===== src/verilog/sra_pkg.sv =====
// Purpose: Shared constants and types for the search accelerator line driver.
// Assumes: A 10 MHz core clock and regular bus speed timing.
// Notes: All timing counts derive from printed times and the clock period.
package sra_pkg;
	// ==================================================
	// Clock and bus timing
	localparam int CLK_PERIOD_NS = 100;
	localparam int T_SLOT_NS = 70000;
	localparam int T_LOW1_NS = 6000;
	localparam int T_LOW0_NS = 60000;
	localparam int T_SAMPLE_NS = 15000;
	localparam int T_RST_LOW_NS = 480000;
	localparam int T_RST_SAMPLE_NS = 550000;
	localparam int T_RST_TOTAL_NS = 960000;
	localparam int TW = 14;
	localparam logic [TW-1:0] SLOT_CYC = TW'(T_SLOT_NS / CLK_PERIOD_NS);
	localparam logic [TW-1:0] LOW1_CYC = TW'((T_LOW1_NS + CLK_PERIOD_NS - 1) / CLK_PERIOD_NS);
	localparam logic [TW-1:0] LOW0_CYC = TW'((T_LOW0_NS + CLK_PERIOD_NS - 1) / CLK_PERIOD_NS);
	localparam logic [TW-1:0] SAMPLE_CYC = TW'(T_SAMPLE_NS / CLK_PERIOD_NS);
	localparam int RST_LOW_CYC = (T_RST_LOW_NS + CLK_PERIOD_NS - 1) / CLK_PERIOD_NS;
	localparam int RST_SAMPLE_CYC = T_RST_SAMPLE_NS / CLK_PERIOD_NS;
	localparam int RST_TOTAL_CYC = T_RST_TOTAL_NS / CLK_PERIOD_NS;
	// ==================================================
	// Host codes and fields
	localparam logic [7:0] CODE_DATA_MODE = 8'hE1;
	localparam logic [7:0] CODE_CMD_MODE = 8'hE3;
	localparam logic [2:0] OP_ACCEL = 3'h5;
	localparam logic [2:0] OP_RESET = 3'h6;
	localparam int ACCEL_FLAG_BIT = 4;
	localparam logic [5:0] RESET_RESP_HI = 6'h33;
	localparam logic [1:0] RESP_PRESENT = 2'h1;
	localparam logic [1:0] RESP_ABSENT = 2'h3;
	localparam logic [1:0] LAST_PHASE = 2'h2;
	localparam logic [1:0] LAST_POS = 2'h3;
	localparam logic [2:0] LAST_BIT = 3'h7;
	localparam int FIFO_DEPTH = 16;
	// ==================================================
	// Sequencer states
	typedef enum logic [2:0] {
		ST_IDLE = 3'b000,
		ST_DECODE = 3'b001,
		ST_SLOT = 3'b010,
		ST_RESET = 3'b011,
		ST_PUSH = 3'b100
	} sra_state_t;
endpackage : sra_pkg


===== src/verilog/sra_stream_if.sv =====
// Purpose: Valid and ready byte stream between the sequencer and its FIFO.
// Assumes: One clock domain.
// Notes: A word moves on a cycle with valid and ready both high.
`timescale 1ns/1ps
interface sra_stream_if #(parameter int WIDTH = 8);
	logic valid;
	logic ready;
	logic [WIDTH-1:0] data;
	modport src(output valid, output data, input ready);
	modport snk(input valid, input data, output ready);
endinterface : sra_stream_if


===== src/verilog/sra_fifo.sv =====
// Purpose: Response FIFO with a registered output stage.
// Assumes: DEPTH is a power of two, at least two.
// Notes: The output register holds one word beyond DEPTH.
`timescale 1ns/1ps
module sra_fifo #(
	parameter int WIDTH = 8,
	parameter int DEPTH = 16
) (
	// Clock and reset
	input wire logic core_clk,
	input wire logic resetn,
	// Streams
	sra_stream_if.snk in_s,
	sra_stream_if.src out_s
);
	localparam int AW = $clog2(DEPTH);
	generate
		if (DEPTH < 2 || (1 << AW) != DEPTH) begin : g_bad_depth
			$error("sra_fifo depth must be a power of two");
		end
	endgenerate
	logic [WIDTH-1:0] mem [DEPTH];
	logic [AW-1:0] wr_ptr;
	logic [AW-1:0] rd_ptr;
	logic [AW:0] count;
	logic push;
	logic pop;
	assign in_s.ready = (count < (AW+1)'(DEPTH));
	assign push = in_s.valid && in_s.ready;
	assign pop = (count != '0) && (!out_s.valid || out_s.ready);
	// ==================================================
	// Storage
	always_ff @(posedge core_clk) begin
		if (push) begin
			mem[wr_ptr] <= in_s.data;
		end
	end
	always_ff @(posedge core_clk) begin
		if (!resetn) begin
			wr_ptr <= '0;
			rd_ptr <= '0;
			count <= '0;
		end else begin
			if (push) begin
				wr_ptr <= wr_ptr + 1'b1;
			end
			if (pop) begin
				rd_ptr <= rd_ptr + 1'b1;
			end
			count <= count + (AW+1)'(push) - (AW+1)'(pop);
		end
	end
	// ==================================================
	// Output register
	always_ff @(posedge core_clk) begin
		if (!resetn) begin
			out_s.valid <= 1'b0;
			out_s.data <= '0;
		end else if (pop) begin
			out_s.valid <= 1'b1;
			out_s.data <= mem[rd_ptr];
		end else if (out_s.ready) begin
			out_s.valid <= 1'b0;
		end
	end
endmodule : sra_fifo


===== src/verilog/sra_top.sv =====
// Purpose: Host byte sequencer with search accelerator for a single-wire bus.
// Assumes: Host bytes arrive already deserialised on core_clk; bus pin is open drain.
// Notes: Only regular speed timing is generated; the speed field is only stored.
`timescale 1ns/1ps
module sra_top
	import sra_pkg::*;
#(
	parameter logic [TW-1:0] RST_LOW = TW'(RST_LOW_CYC),
	parameter logic [TW-1:0] RST_SAMPLE = TW'(RST_SAMPLE_CYC),
	parameter logic [TW-1:0] RST_TOTAL = TW'(RST_TOTAL_CYC)
) (
	// Clock and reset
	input wire logic core_clk,
	input wire logic resetn,
	// Host byte stream in
	input wire logic rx_valid,
	input wire logic [7:0] rx_data,
	output logic rx_ready,
	// Response byte stream out
	output logic tx_valid,
	output logic [7:0] tx_data,
	input wire logic tx_ready,
	// Bus pin, open drain
	input wire logic bus_in,
	output logic bus_out,
	output logic bus_oe,
	// Status
	output logic data_mode,
	output logic accel_on,
	output logic [1:0] bus_speed
);
	generate
		if (RST_LOW >= RST_SAMPLE || RST_SAMPLE >= RST_TOTAL) begin : g_bad_reset
			$error("sra_top reset timing must rise strictly");
		end
	endgenerate
	sra_state_t state;
	logic [7:0] hold;
	logic [7:0] resp;
	logic [TW-1:0] tcnt;
	logic [1:0] phase;
	logic [1:0] pos;
	logic [2:0] bidx;
	logic first_read_slot;
	logic second_read_slot;
	logic search_err;
	logic bus_meta;
	logic bus_s;
	logic path_write_slot;
	logic slot_bit;
	logic slot_last;
	logic conflict;
	logic no_resp;
	sra_stream_if #(.WIDTH(8)) push_s ();
	sra_stream_if #(.WIDTH(8)) pop_s ();
	// ==================================================
	// Pin synchroniser
	always_ff @(posedge core_clk) begin
		if (!resetn) begin
			bus_meta <= 1'b1;
			bus_s <= 1'b1;
		end else begin
			bus_meta <= bus_in;
			bus_s <= bus_meta;
		end
	end
	// ==================================================
	// Slot decisions
	always_comb begin
		conflict = !first_read_slot && !second_read_slot;
		no_resp = first_read_slot && second_read_slot;
		if (search_err || no_resp) begin
			path_write_slot = 1'b1;
		end else if (conflict) begin
			path_write_slot = hold[{pos, 1'b1}];
		end else begin
			path_write_slot = first_read_slot;
		end
		if (accel_on) begin
			slot_bit = (phase == LAST_PHASE) ? path_write_slot : 1'b1;
			slot_last = (phase == LAST_PHASE) && (pos == LAST_POS);
		end else begin
			slot_bit = hold[bidx];
			slot_last = (bidx == LAST_BIT);
		end
	end
	// ==================================================
	// Sequencer
	always_ff @(posedge core_clk) begin
		if (!resetn) begin
			state <= ST_IDLE;
			hold <= 8'h00;
			tcnt <= '0;
			phase <= 2'h0;
			pos <= 2'h0;
			bidx <= 3'h0;
		end else begin
			unique case (state)
				ST_IDLE: begin
					if (rx_valid && rx_ready) begin
						hold <= rx_data;
						state <= ST_DECODE;
					end
				end
				ST_DECODE: begin
					tcnt <= '0;
					phase <= 2'h0;
					pos <= 2'h0;
					bidx <= 3'h0;
					if (data_mode) begin
						state <= (hold == CODE_CMD_MODE) ? ST_IDLE : ST_SLOT;
					end else if (hold[7:5] == OP_RESET) begin
						state <= ST_RESET;
					end else begin
						state <= ST_IDLE;
					end
				end
				ST_SLOT: begin
					if (tcnt == SLOT_CYC - 1'b1) begin
						tcnt <= '0;
						if (slot_last) begin
							state <= ST_PUSH;
						end else if (accel_on) begin
							phase <= (phase == LAST_PHASE) ? 2'h0 : phase + 1'b1;
							pos <= (phase == LAST_PHASE) ? pos + 1'b1 : pos;
						end else begin
							bidx <= bidx + 1'b1;
						end
					end else begin
						tcnt <= tcnt + 1'b1;
					end
				end
				ST_RESET: begin
					tcnt <= tcnt + 1'b1;
					if (tcnt == RST_TOTAL - 1'b1) begin
						state <= ST_PUSH;
					end
				end
				ST_PUSH: begin
					// Waiting here holds the host off while the FIFO is full.
					if (push_s.ready) begin
						state <= ST_IDLE;
					end
				end
				default: begin
					state <= ST_IDLE;
				end
			endcase
		end
	end
	// ==================================================
	// Mode and accelerator flags
	always_ff @(posedge core_clk) begin
		if (!resetn) begin
			data_mode <= 1'b0;
			accel_on <= 1'b0;
			bus_speed <= 2'h0;
			search_err <= 1'b0;
		end else if (state == ST_DECODE) begin
			if (data_mode) begin
				data_mode <= (hold != CODE_CMD_MODE);
			end else if (hold == CODE_DATA_MODE) begin
				data_mode <= 1'b1;
			end else if (hold[7:5] == OP_ACCEL) begin
				accel_on <= hold[ACCEL_FLAG_BIT];
				bus_speed <= hold[3:2];
				if (!hold[ACCEL_FLAG_BIT]) begin
					search_err <= 1'b0;
				end
			end
		end else if (state == ST_SLOT && accel_on && phase == LAST_PHASE && tcnt == SAMPLE_CYC && no_resp) begin
			search_err <= 1'b1;
		end
	end
	// ==================================================
	// Read capture and response assembly
	always_ff @(posedge core_clk) begin
		if (!resetn) begin
			resp <= 8'h00;
			first_read_slot <= 1'b1;
			second_read_slot <= 1'b1;
		end else if (state == ST_DECODE) begin
			resp <= 8'h00;
		end else if (state == ST_SLOT && tcnt == SAMPLE_CYC) begin
			if (!accel_on) begin
				resp[bidx] <= bus_s;
			end else if (phase == 2'h0) begin
				first_read_slot <= bus_s;
			end else if (phase == 2'h1) begin
				second_read_slot <= bus_s;
			end else begin
				// flag on conflict or no response
				resp[{pos, 1'b0}] <= conflict || no_resp;
				resp[{pos, 1'b1}] <= path_write_slot;
			end
		end else if (state == ST_RESET && tcnt == RST_SAMPLE) begin
			resp <= {RESET_RESP_HI, bus_s ? RESP_ABSENT : RESP_PRESENT};
		end
	end
	// ==================================================
	// Pin driver
	always_ff @(posedge core_clk) begin
		if (!resetn) begin
			bus_oe <= 1'b0;
			bus_out <= 1'b0;
		end else if (state == ST_SLOT) begin
			// twelve or eight slots per byte
			if (tcnt == '0) begin
				bus_oe <= 1'b1;
			end else if (tcnt == (slot_bit ? LOW1_CYC : LOW0_CYC)) begin
				bus_oe <= 1'b0;
			end
		end else if (state == ST_RESET) begin
			bus_oe <= (tcnt < RST_LOW);
		end else begin
			bus_oe <= 1'b0;
		end
	end
	// ==================================================
	// Host handshake
	always_ff @(posedge core_clk) begin
		if (!resetn) begin
			rx_ready <= 1'b0;
		end else begin
			// next byte taken only after answer queued
			rx_ready <= (state == ST_IDLE) && !(rx_valid && rx_ready);
		end
	end
	// one response byte per data byte
	assign push_s.valid = (state == ST_PUSH);
	assign push_s.data = resp;
	assign pop_s.ready = tx_ready;
	assign tx_valid = pop_s.valid;
	assign tx_data = pop_s.data;
	sra_fifo #(
		.WIDTH(8),
		.DEPTH(FIFO_DEPTH)
	) u_fifo (
		.core_clk(core_clk),
		.resetn(resetn),
		.in_s(push_s),
		.out_s(pop_s)
	);
endmodule : sra_top


===== config.mk =====
export PLATFORM = sky130hd
export DESIGN_NAME = sra_top
export DESIGN_NICKNAME = d
export VERILOG_FILES = /design/src/verilog/sra_pkg.sv /design/src/verilog/sra_stream_if.sv /design/src/verilog/sra_fifo.sv /design/src/verilog/sra_top.sv
export SDC_FILE = /design/constraint.sdc
export NUM_CORES = 1
export LEC_CHECK = 0
export BUFFER_PORTS_ARGS = -buffer_cell sky130_fd_sc_hd__buf_2
export CAP_MARGIN = 10
export CORE_MARGIN = 2
export CORE_UTILIZATION = 62
export CTS_CLUSTER_SIZE = 8
export DETAILED_ROUTE_END_ITERATION = 16
export PLACE_DENSITY = 0.88
export SLEW_MARGIN = 5
export SYNTH_ARGS = -nofsm -noshare
export SYNTH_HDL_FRONTEND = slang
export SYNTH_HIERARCHICAL = 1
export SYNTH_SLANG_ARGS = --single-unit

===== constraint.sdc =====
create_clock -name core_clk -period 3.64 [get_ports core_clk]
set_clock_uncertainty 0.2 [all_clocks]
set_input_delay 0 -clock core_clk [delete_from_list [all_inputs] [get_ports core_clk]]
set_output_delay 0 -clock core_clk [all_outputs]
set_load 0.05 [all_outputs]

* Yosys cells after proc, flatten, opt, wreduce, memory -nomap -nowiden *
Memories as Yosys holds them, arrays and structs flattened. A register that Yosys moved wholly into a read port is not among the register bits.
Index checks and enable logic that the tools add are counted.

storage, ports and cells
  RAM bits = 128
  input bits = 13
  logic and storage cells = 187
  output and inout port bits = 16
  bits in registers = 65
  memories kept = 1

operators by class
  bitwise gates (word level) = 5
  multiplexer cells = 66
  equal/unequal tests = 34
  order comparisons = 8
  reduce and logical (&&, ||, !) cells = 44
  $add $sub $neg = 8

memories
  name        depth  bits a word  rd ports  clocked after Yosys merged registers in  wr ports  RTL line        source
  u_fifo.mem  16     8            1         1                                        1         sra_fifo.sv:22  logic [WIDTH-1:0] mem [DEPTH];

operator list
  kind                                                    number
  case mux 14 bit (3 select lines)                        1
  2-to-1 mux 8 bit                                        5
  2-to-1 mux 1 bit                                        26
  bitwise mux 8 bit                                       3
  2-to-1 mux 2 bit                                        12
  2-to-1 mux 3 bit                                        8
  inequality test 2 bit (second input constant)           12
  AND reduction 5 bit                                     4
  equality test 8 bit (second input constant)             2
  logical AND 1 bit                                       16
  AND reduction 4 bit                                     4
  case mux 3 bit (5 select lines)                         1
  adder 14 x 1 -> 14 bit (second input constant)          1
  equality test 14 x 10 -> 1 bit                          1
  equality test 14 x 10 -> 1 bit (second input constant)  1
  equality test 14 x 13 -> 1 bit (second input constant)  1
  equality test 14 bit (second input constant)            1
  equality test 14 x 8 -> 1 bit (second input constant)   1
  zero test 14 bit                                        1
  < comparator 14 x 13 -> 1 bit (second input constant)   1
  2-to-1 mux 14 bit                                       1
  equality test 3 bit (second input constant)             4
  < comparator 3 x 4 -> 1 bit (second input constant)     3
  2-to-1 mux 10 bit                                       1
  32 further kinds                                        54

* Logic depth before layout (Yosys ltp) *
Gate-level depths: netlist of the first run.

  depth after elaboration = 11
  mapped depth = 14
  mapped depth without buffers = 13

* Hierarchy *
The synthesis of the first run kept the hierarchy.

modules (own cells, without submodules)
  module    seq. area each (um^2)  area each (um^2)  times used  cells an instance
  sra_fifo  4284.1                 5983.2            1           320
  sra_top   1021.0                 2954.1            1           352

* Worst setup path before layout of the first run *
No wires, ideal clock.

  path type = register to register
  start point = register state[2]
  end point = register u_fifo.count[4]
  path buffers = 2
  stages on the path, launching flop included = 14
  arrival = 2.702 ns
  period minus slack after synthesis = 3.018 ns
  path slack = 0.622 ns
  library setup time = 0.116 ns
  required time = 3.324 ns
  path through = dfxtp_1 -> clkbuf_1 -> and2_1 -> nor2b_1 -> clkbuf_1 -> inv_1 -> ha_1 -> inv_1 -> ha_1 -> fa_1 -> a21oi_1 -> nor2_1 -> or3_1 -> and3_1

on the way
  cells in the longest elaborated chain, start to end = 4

RTL lines
  what                       RTL line            source
  from (decl)                sra_top.sv:37       sra_state_t state;
  from (signal assigned)     sra_top.sv:111      state <= (hold == CODE_CMD_MODE) ? ST_IDLE : ST_SLOT;
  equality test 3 bit        sra_top.sv:230      assign push_s.valid = (state == ST_PUSH);
  named net push_s.valid     sra_stream_if.sv:6  logic valid;
  logical AND 1 bit          sra_fifo.sv:29      assign push = in_s.valid && in_s.ready;
  adder 5 x 1 -> 5 bit       sra_fifo.sv:50      count <= count + (AW+1)'(push) - (AW+1)'(pop);
  subtractor 5 x 1 -> 5 bit  sra_fifo.sv:50
  to (signal assigned)       sra_fifo.sv:50
  to (decl)                  sra_fifo.sv:25      logic [AW:0] count;

The timed path passes the listed nets, and every way through them passes these cells.
A chain may end at the register's enable or synchronous reset.

* Final worst setup path of the first run *
  start point = register state[2]
  end point = register hold[1]

on the way
  cells in the longest elaborated chain, start to end = 2

RTL lines
  what                           RTL line        source
  zero test 3 bit                sra_top.sv:98   unique case (state)
  AND reduction 2 bit (no line)  -
  to (signal assigned)           sra_top.sv:101  hold <= rx_data;
  to (decl)                      sra_top.sv:38   logic [7:0] hold;

No other way between the ends.

==> results of run 1 <==
-- cell families after synthesis --
| family | count (synthesis) |
|---|---|
| buf+inv | 57 |
| simple gates | 220 |
| xor+xnor | 22 |
| other cells | 1 |
| fa+ha+maj | 23 |
| mux | 68 |
| compound gates | 80 |
| flops | 201 |
-- power by group through the flow --
stage	registers, uW	logic (uW)	clock network [uW]
after CTS	2740	1600	2460
after detailed placement	2780	1510	0
after global routing	2770	1740	2570
after global placement	2760	1450	0
after floorplan	2850	1130	0
final	2750	1620	2440
-- metal layers --
metal  vias up  share of wire [%]  routed length (microns)  global-route usage, %
met4         0                3.2                      670                   10.3
met5         -                  0                        0                      0
met3        63                6.9                     1420                   4.44
met1      2984                 37                     7610                   33.3
li1       2648                  -                        -                      -
met2       304                 53                    10900                   51.3
-- cells in the mapped netlist, drive strengths merged, types with 6 or more instances --
master   number
nand4         6
nand3        20
inv          20
and3         12
mux2i        36
nor2         45
xnor2        14
buf          15
nand2b       12
edfxtp      128
mux4         32
o221ai        8
nor3         13
a2111oi       6
nor2b        29
dfxtp        73
nand2        37
ha           22
a21oi        16
clkbuf       22
xor2          8
and2         17
o21ai        14
-- through the flow --
stage,cells,instance area [sq um],total power (uW),hold slack (ns),util [%]
after global routing,938,10400,7070,0.222,74.0
after global placement,854,9200,4220,-0.0150,65.8
after CTS,938,10400,6800,0.223,74.0
after floorplan,672,8940,3980,-0.0985,-
after detailed placement,854,9200,4290,0.000701,65.8
final,938,10400,6810,0.215,74.0
-- what timing repair did --
action	in CTS	in global routing
gates resized for setup	0	1
buffers inserted	0	0
endpoints found under the hold margin	35	0
endpoints found under the setup margin	0	1
hold buffers	32	0
-- cell usage in the layout (no fill, tap or decap), types with 8 or more instances in the layout --
cell	n
a21oi_1	16
and2_1	17
and3_1	12
buf_2	27
buf_4	12
clkbuf_1	21
clkbuf_16	29
dfxtp_1	72
dlygate4sd3_1	32
edfxtp_1	128
ha_1	22
inv_1	19
mux2i_1	36
mux4_2	32
nand2_1	35
nand2b_1	12
nand3_1	20
nor2_1	45
nor2b_1	27
nor3_1	13
o21ai_0	10
o221ai_1	8
xnor2_1	14
xor2_1	8
-- final cells by class --
type                       count  area (sq um)
sequential                   201          5310
fill                         830          3630
timing repair buffer          71           546
tap                          180           225
clock buffer                  50           805
clock inverter                 2          28.8
inverter                      20          75.1
multi-input combinational    414          3370
-- worst max-delay path by stage --
stage / to / slack, ns
2_1_floorplan: u_fifo/count[4]$_SDFF_PN0_ / 0.62
3_3_place_gp: u_fifo/count[4]$_SDFF_PN0_ / 0.63
3_5_place_dp: u_fifo/count[4]$_SDFF_PN0_ / 0.51
4_1_cts: hold[7]$_SDFFE_PN0P_ / 0.48
5_1_grt: hold[1]$_SDFFE_PN0P_ / 0.27
6_report: hold[1]$_SDFFE_PN0P_ / 0.41
-- state kept, by name, indices dropped and copies added (netlist names), 2 cells and up --
name               flops
u_fifo/count           5
push_s.data            8
phase                  2
bidx                   3
u_fifo/wr_ptr          4
hold                   8
state                  3
tcnt                  14
bus_speed              2
pos                    2
u_fifo/out_s.data      8
u_fifo/mem           128
u_fifo/rd_ptr          4
==> metrics.txt, run 1 <==
status=finished clean; initial antenna violation count=0; CTS Buf Count=29; Routed WL=approximately 21000 microns; Peak VDD IR=approximately 0.47 mV; Hold WC Path Type=register to register; I/O pin count=29; P_leak=~0.0035 uW; Hold Path Sink=bus_s$_SDFF_PN1_; fin worst setup slack=0.410 ns; remaining global-route overflow=0; first-pass GRT wire length=32600 microns; maxcap violations=0; combinational power share=23.8%; CP max stage delay=0.65 ns; Achievable Freq=a little over 300 MHz; setup violators final=0; worst slew pin tran=around 0.96 ns; mux share of post-synthesis cell area=about an eighth; vias=5999; Clock Latency Late Sink=~0.54 ns; post-synth cell types=70; Hold Path Origin=bus_meta$_SDFF_PN1_; fin. max-slew vios=0; TritonRoute pass-1 iters=5; HPWL after detailed placement=12300 microns; worst setup path class=register to register; fraction of layout cells with a size suffix above 1=15.4%; largest family of logic cells by synthesized area=simple AND/OR/NAND/NOR gates; vias in the first global route=6131; sequential power share=40.3%; post-synthesis xor/xnor area fraction=2.16%; CP bufs+invs=2; cell family with most CP delay=buffers and inverters; period utilisation layout=88.7%; # rows=43; Synth Cell Area=8940 sq um; Worst Path Max Fanout=12; leading post-synthesis cells by cell area=edfxtp_1 43%, dfxtp_1 16%, mux4_2 8.1%, mux2i_1 4.0%, ha_1 3.1%; DRC Markers=0; post-route ant nets=0; critical path, cell by cell=nor3_1, nor2b_2, mux2i_1, dlygate4sd3_1, nor2b_1, dlygate4sd3_1; Antenna diodes=0; Synth top area share=43.0%; max_slew headroom=35.8%; yosys synthesis warning count=6; hold depth=1; clk slew on worst S/H paths=0.05 ns; CP startpoint kind=register; Sw Ratio=roughly 30%; Net Switching=2040 uW; CTS tree=yes; Final Hold Viols=0; dpl ws=around 0.51 ns; pin count of the biggest net entering global routing=between 40 and 50; r2r worst-path depth=6; most frequent CP cell=dlygate4sd3_1; clock buffer depth=3; CP max stage cell=dlygate4sd3_1; CTS sink count=201; Mapped Nets=approximately 700; setup slack, reg-to-reg=0.41 ns; CTS Root Cell=clkbuf_16; Synth area leader=edfxtp_1; RePlAce Congestion=0.875; die extent in y=124 microns; share of the synthesized area in compound gates (AO/OA/AOI/OAI)=under 10%; Starting Density=63.9%; Critical Path Sink Type=register; Synth Flop Type=edfxtp_1; WP depth=6; crit path DAT=around 3.5 ns; Post-Syn Area per Cell=13.3 sq um; DR iter-0 viols=about 570; Setup TNS Final=0 ns; r2r endpoint=hold[1]$_SDFFE_PN0P_; PD cells=657 nW/um^2; Die X=124 microns; all-layer global routing usage=28.1%; port bufs=27; DIE AREA=15400 sq um; Async S/R FF share, synth=0%; register area share after synthesis=59.4%; post-synthesis adder-cell area fraction=under 10%; post-synthesis cell count=672; H-tree Lvls=1; RR Startpoint=state[2]$_SDFFE_PN0P_; Int Power=4770 uW; Seq cells post-synth=201; clock power share=35.9%; Worst Path Required=3.86 ns; unrepaired setup endpoints after global routing=false; post-synthesis simple-gate area fraction=a little over an eighth; fin nets=773; number of flops mapped to enable cells by yosys=around 130; Worst setup startpoint=state[2]$_SDFFE_PN0P_; min Tclk post-route=3.23 ns; Core Area=14000 sq um; Vias/cell=6.40; wire per inst=around 22 microns; Syn-to-layout area delta=15.9%
Power figures use the tool's default switching activity.
==> inputs of run 2 (changes only) <==
--- a/config.mk
+++ b/config.mk
@@ -5,13 +5,15 @@
 export SDC_FILE = /design/constraint.sdc
 export NUM_CORES = 1
 export LEC_CHECK = 0
+export ABC_AREA = 1
 export BUFFER_PORTS_ARGS = -buffer_cell sky130_fd_sc_hd__buf_2
 export CAP_MARGIN = 10
+export CORE_ASPECT_RATIO = 0.6
 export CORE_MARGIN = 2
 export CORE_UTILIZATION = 62
 export CTS_CLUSTER_SIZE = 8
 export DETAILED_ROUTE_END_ITERATION = 16
-export PLACE_DENSITY = 0.88
+export PLACE_DENSITY = 0.87
 export SLEW_MARGIN = 5
 export SYNTH_ARGS = -nofsm -noshare
 export SYNTH_HDL_FRONTEND = slang
==> run 2 against run 1 <==
Compared with the run above:
- clock power about the same
- first-iteration DRC count rose by 100%
- final cell count grew 52%
- via count increased by 37%
- sequential power shrank 5%
- power is 1.4% higher
- die area grew 9.3%
- sequential share of layout area is 3.2 points lower
- flip-flop and latch count did not move
- largest cell class unchanged
- highest routed layer unchanged
==> metrics.txt, run 2 <==
TritonRoute pass-1 iters=8; Final Util=between 70% and 80%; CP bufs+invs=3; vias=8218; Die X=166 microns; Final Hold Viols=0; clock buffer depth=3; Worst Path Required=between 3 and 4 ns; most frequent CP cell=dlygate4sd3_1; HPWL after detailed placement=15800 microns; PD cells=625 nW/um^2; port bufs=27; period utilisation layout=between 80 and 90%; die extent in y=101 microns; Hold WC Path Type=input pin to register; crit path DAT=3.41 ns; worst setup path class=register to register; CTS Root Cell=clkbuf_16; DRC Markers=0; Post-Syn Area per Cell=about 8.5 sq um; Seq cells post-synth=201; r2r worst-path depth=8; Achievable Freq=312 MHz; Fillers=1086; setup violators final=0; CTS tree=yes; vias in the first global route=7596; Syn-to-layout area delta=13.0%; final cell count without fillers=1423; Synth top area share=39.3%; WP depth=8; first-pass GRT wire length=39800 microns; fin nets=1234; largest reg by FF count=u_fifo/mem; Vias/cell=just under 6; top flop regs=u_fifo/mem x128, tcnt x14; Synth Flop Type=edfxtp_1; pin count of the biggest net entering global routing=67; top cells by count, synth=330 x nand2_1, 135 x nand3_1, 128 x edfxtp_1; setup bufs post-CTS=0; initial antenna violation count=0; Antenna diodes=0; CP max stage delay=0.64 ns; fin. max-slew vios=0; post-route ant nets=0; max reg flops=128; post-synth cell types=between 40 and 50; CP startpoint kind=register; Setup TNS Final=0 ns; wire per inst=17.8 microns; leading post-synthesis cells by cell area=edfxtp_1 39%, dfxtp_1 15%, nand2_1 13%, nand3_1 6.9%, inv_1 4.2%; Synth area leader=edfxtp_1; number of flops mapped to enable cells by yosys=128; all-layer global routing usage=30.2%; yosys synthesis warning count=6; placed instance count=1340; max_slew headroom=25.1%; most frequent cell after synthesis=nand2_1; Mapped Nets=1183; Async S/R FF share, synth=0%; cell family with most CP delay=buffers and inverters; DR iter-0 viols=1146; RePlAce Congestion=0.991; fraction of layout cells with a size suffix above 1=11.6%; Synth Cell Area=a little under 10000 sq um; critical path, cell by cell=inv_1, nand2_1, nor2_1, nand3_1, o21ai_0, dlygate4sd3_1, a21oi_1, dlygate4sd3_1; most frequent cells in the layout=330 x nand2_1, 135 x nand3_1, 128 x edfxtp_1; register area share after synthesis=54.3%; Clock Latency Late Sink=0.53 ns; Peak VDD IR=0.452 mV; unrepaired setup endpoints after global routing=false; Worst Path Max Fanout=16; CP max stage cell=dlygate4sd3_1; H-tree Lvls=1; maxcap violations=0; # rows=35; post-synthesis cell count=1147; Routed WL=~25000 microns; min Tclk post-route=between 3 and 4 ns; DIE AREA=16800 sq um; hold depth=5; status=finished clean; clk slew on worst S/H paths=0.05 ns; P_leak=0.00477 uW; remaining global-route overflow=0; I/O pin count=29; Critical Path Sink Type=register; CTS Buf Count=29; Starting Density=63.6%; most common cell after layout, fill and taps aside=nand2_1; CTS sink count=approximately 200; worst slew pin tran=1.12 ns; Core Area=around 15000 sq um
==> run 2: cell types whose count changed after synthesis, moves of 17 or more <==
cell,delta
nand3_1,+115
mux2i_1,-36
nand2_1,+295
and2_1,-17
a21oi_1,+23
mux4_2,-32
nor2b_1,-28
inv_2,+46
inv_1,+91
nor2_1,+48
==> run 2: path summary, 6_finish.rpt <==
path | startpoint | to | slack [ns]
worst max-delay path | state[0]$_SDFFE_PN0P_ | hold[6]$_SDFFE_PN0P_ | 0.43
worst min-delay path | rx_valid | rx_ready$_SDFF_PN0_ | 0.20
worst max register to register | state[0]$_SDFFE_PN0P_ | hold[6]$_SDFFE_PN0P_ | 0.43
worst min register to register | bus_meta$_SDFF_PN1_ | bus_s$_SDFF_PN1_ | 0.23
==> run 2: metal layers <==
metal | GRT usage, % | wire length, microns
met1 | 43.6 | 10800
met2 | 44.1 | 10600
met3 | 9.07 | 3370
met4 | 9.83 | 570
met5 | 0 | 0
==> run 2: timing repair <==
action,in CTS,in global routing
endpoints found under the hold margin,35,0
gates resized for setup,0,0
hold buffers,30,0
==> run 2: power breakdown <==
group | switching, uW | leakage, uW | total, uW | internal [uW]
registers | 101 | 0.00191 | 2620 | 2520
clock network | 946 | 0.000392 | 2430 | 1480
logic | 1320 | 0.00247 | 1860 | 531
total | 2370 | 0.00477 | 6900 | 4530
==> run 2: logic make-up after synthesis <==
group	share of synthesized area [%]
AO/OA/AOI/OAI	4.71
XOR/XNOR	0.717
adder cells (fa/ha/maj)	3.02
flip-flops	54.3
buffers and inverters	9.00
other	0.0384
AND/OR/NAND/NOR	28.3
==> run 2: worst min-delay path, delay by kind of cell <==
kind / cells / cell delay (ns)
buf+inv: 2 / 0.64
simple gates: 3 / 0.24
==> run 2: final cells by class <==
| cell class | count | area [sq um] | share of cell area [%] |
|---|---|---|---|
| well taps | 203 | 254 | 2.30 |
| inverters | 163 | 617 | 5.58 |
| multi-input cells | 744 | 3590 | 32.5 |
| clock inverters | 2 | 17.5 | 0.159 |
| repair buffers | 59 | 450 | 4.08 |
| flip-flops and latches | 201 | 5310 | 48.0 |
| clock buffers | 51 | 808 | 7.32 |
==> run 2: per-stage QoR <==
stage                     setup slack (ns)  instance area [sq um]  total power [uW]  hold WS (ns)
after floorplan                      0.998                   9780              4060       -0.0934
after global placement               0.844                   9920              4320       -0.0125
after detailed placement             0.767                   9920              4370      -0.00179
after CTS                            0.613                  11000              6840         0.155
after global routing                 0.204                  11000              7200         0.223
final                                0.431                  11000              6900         0.196
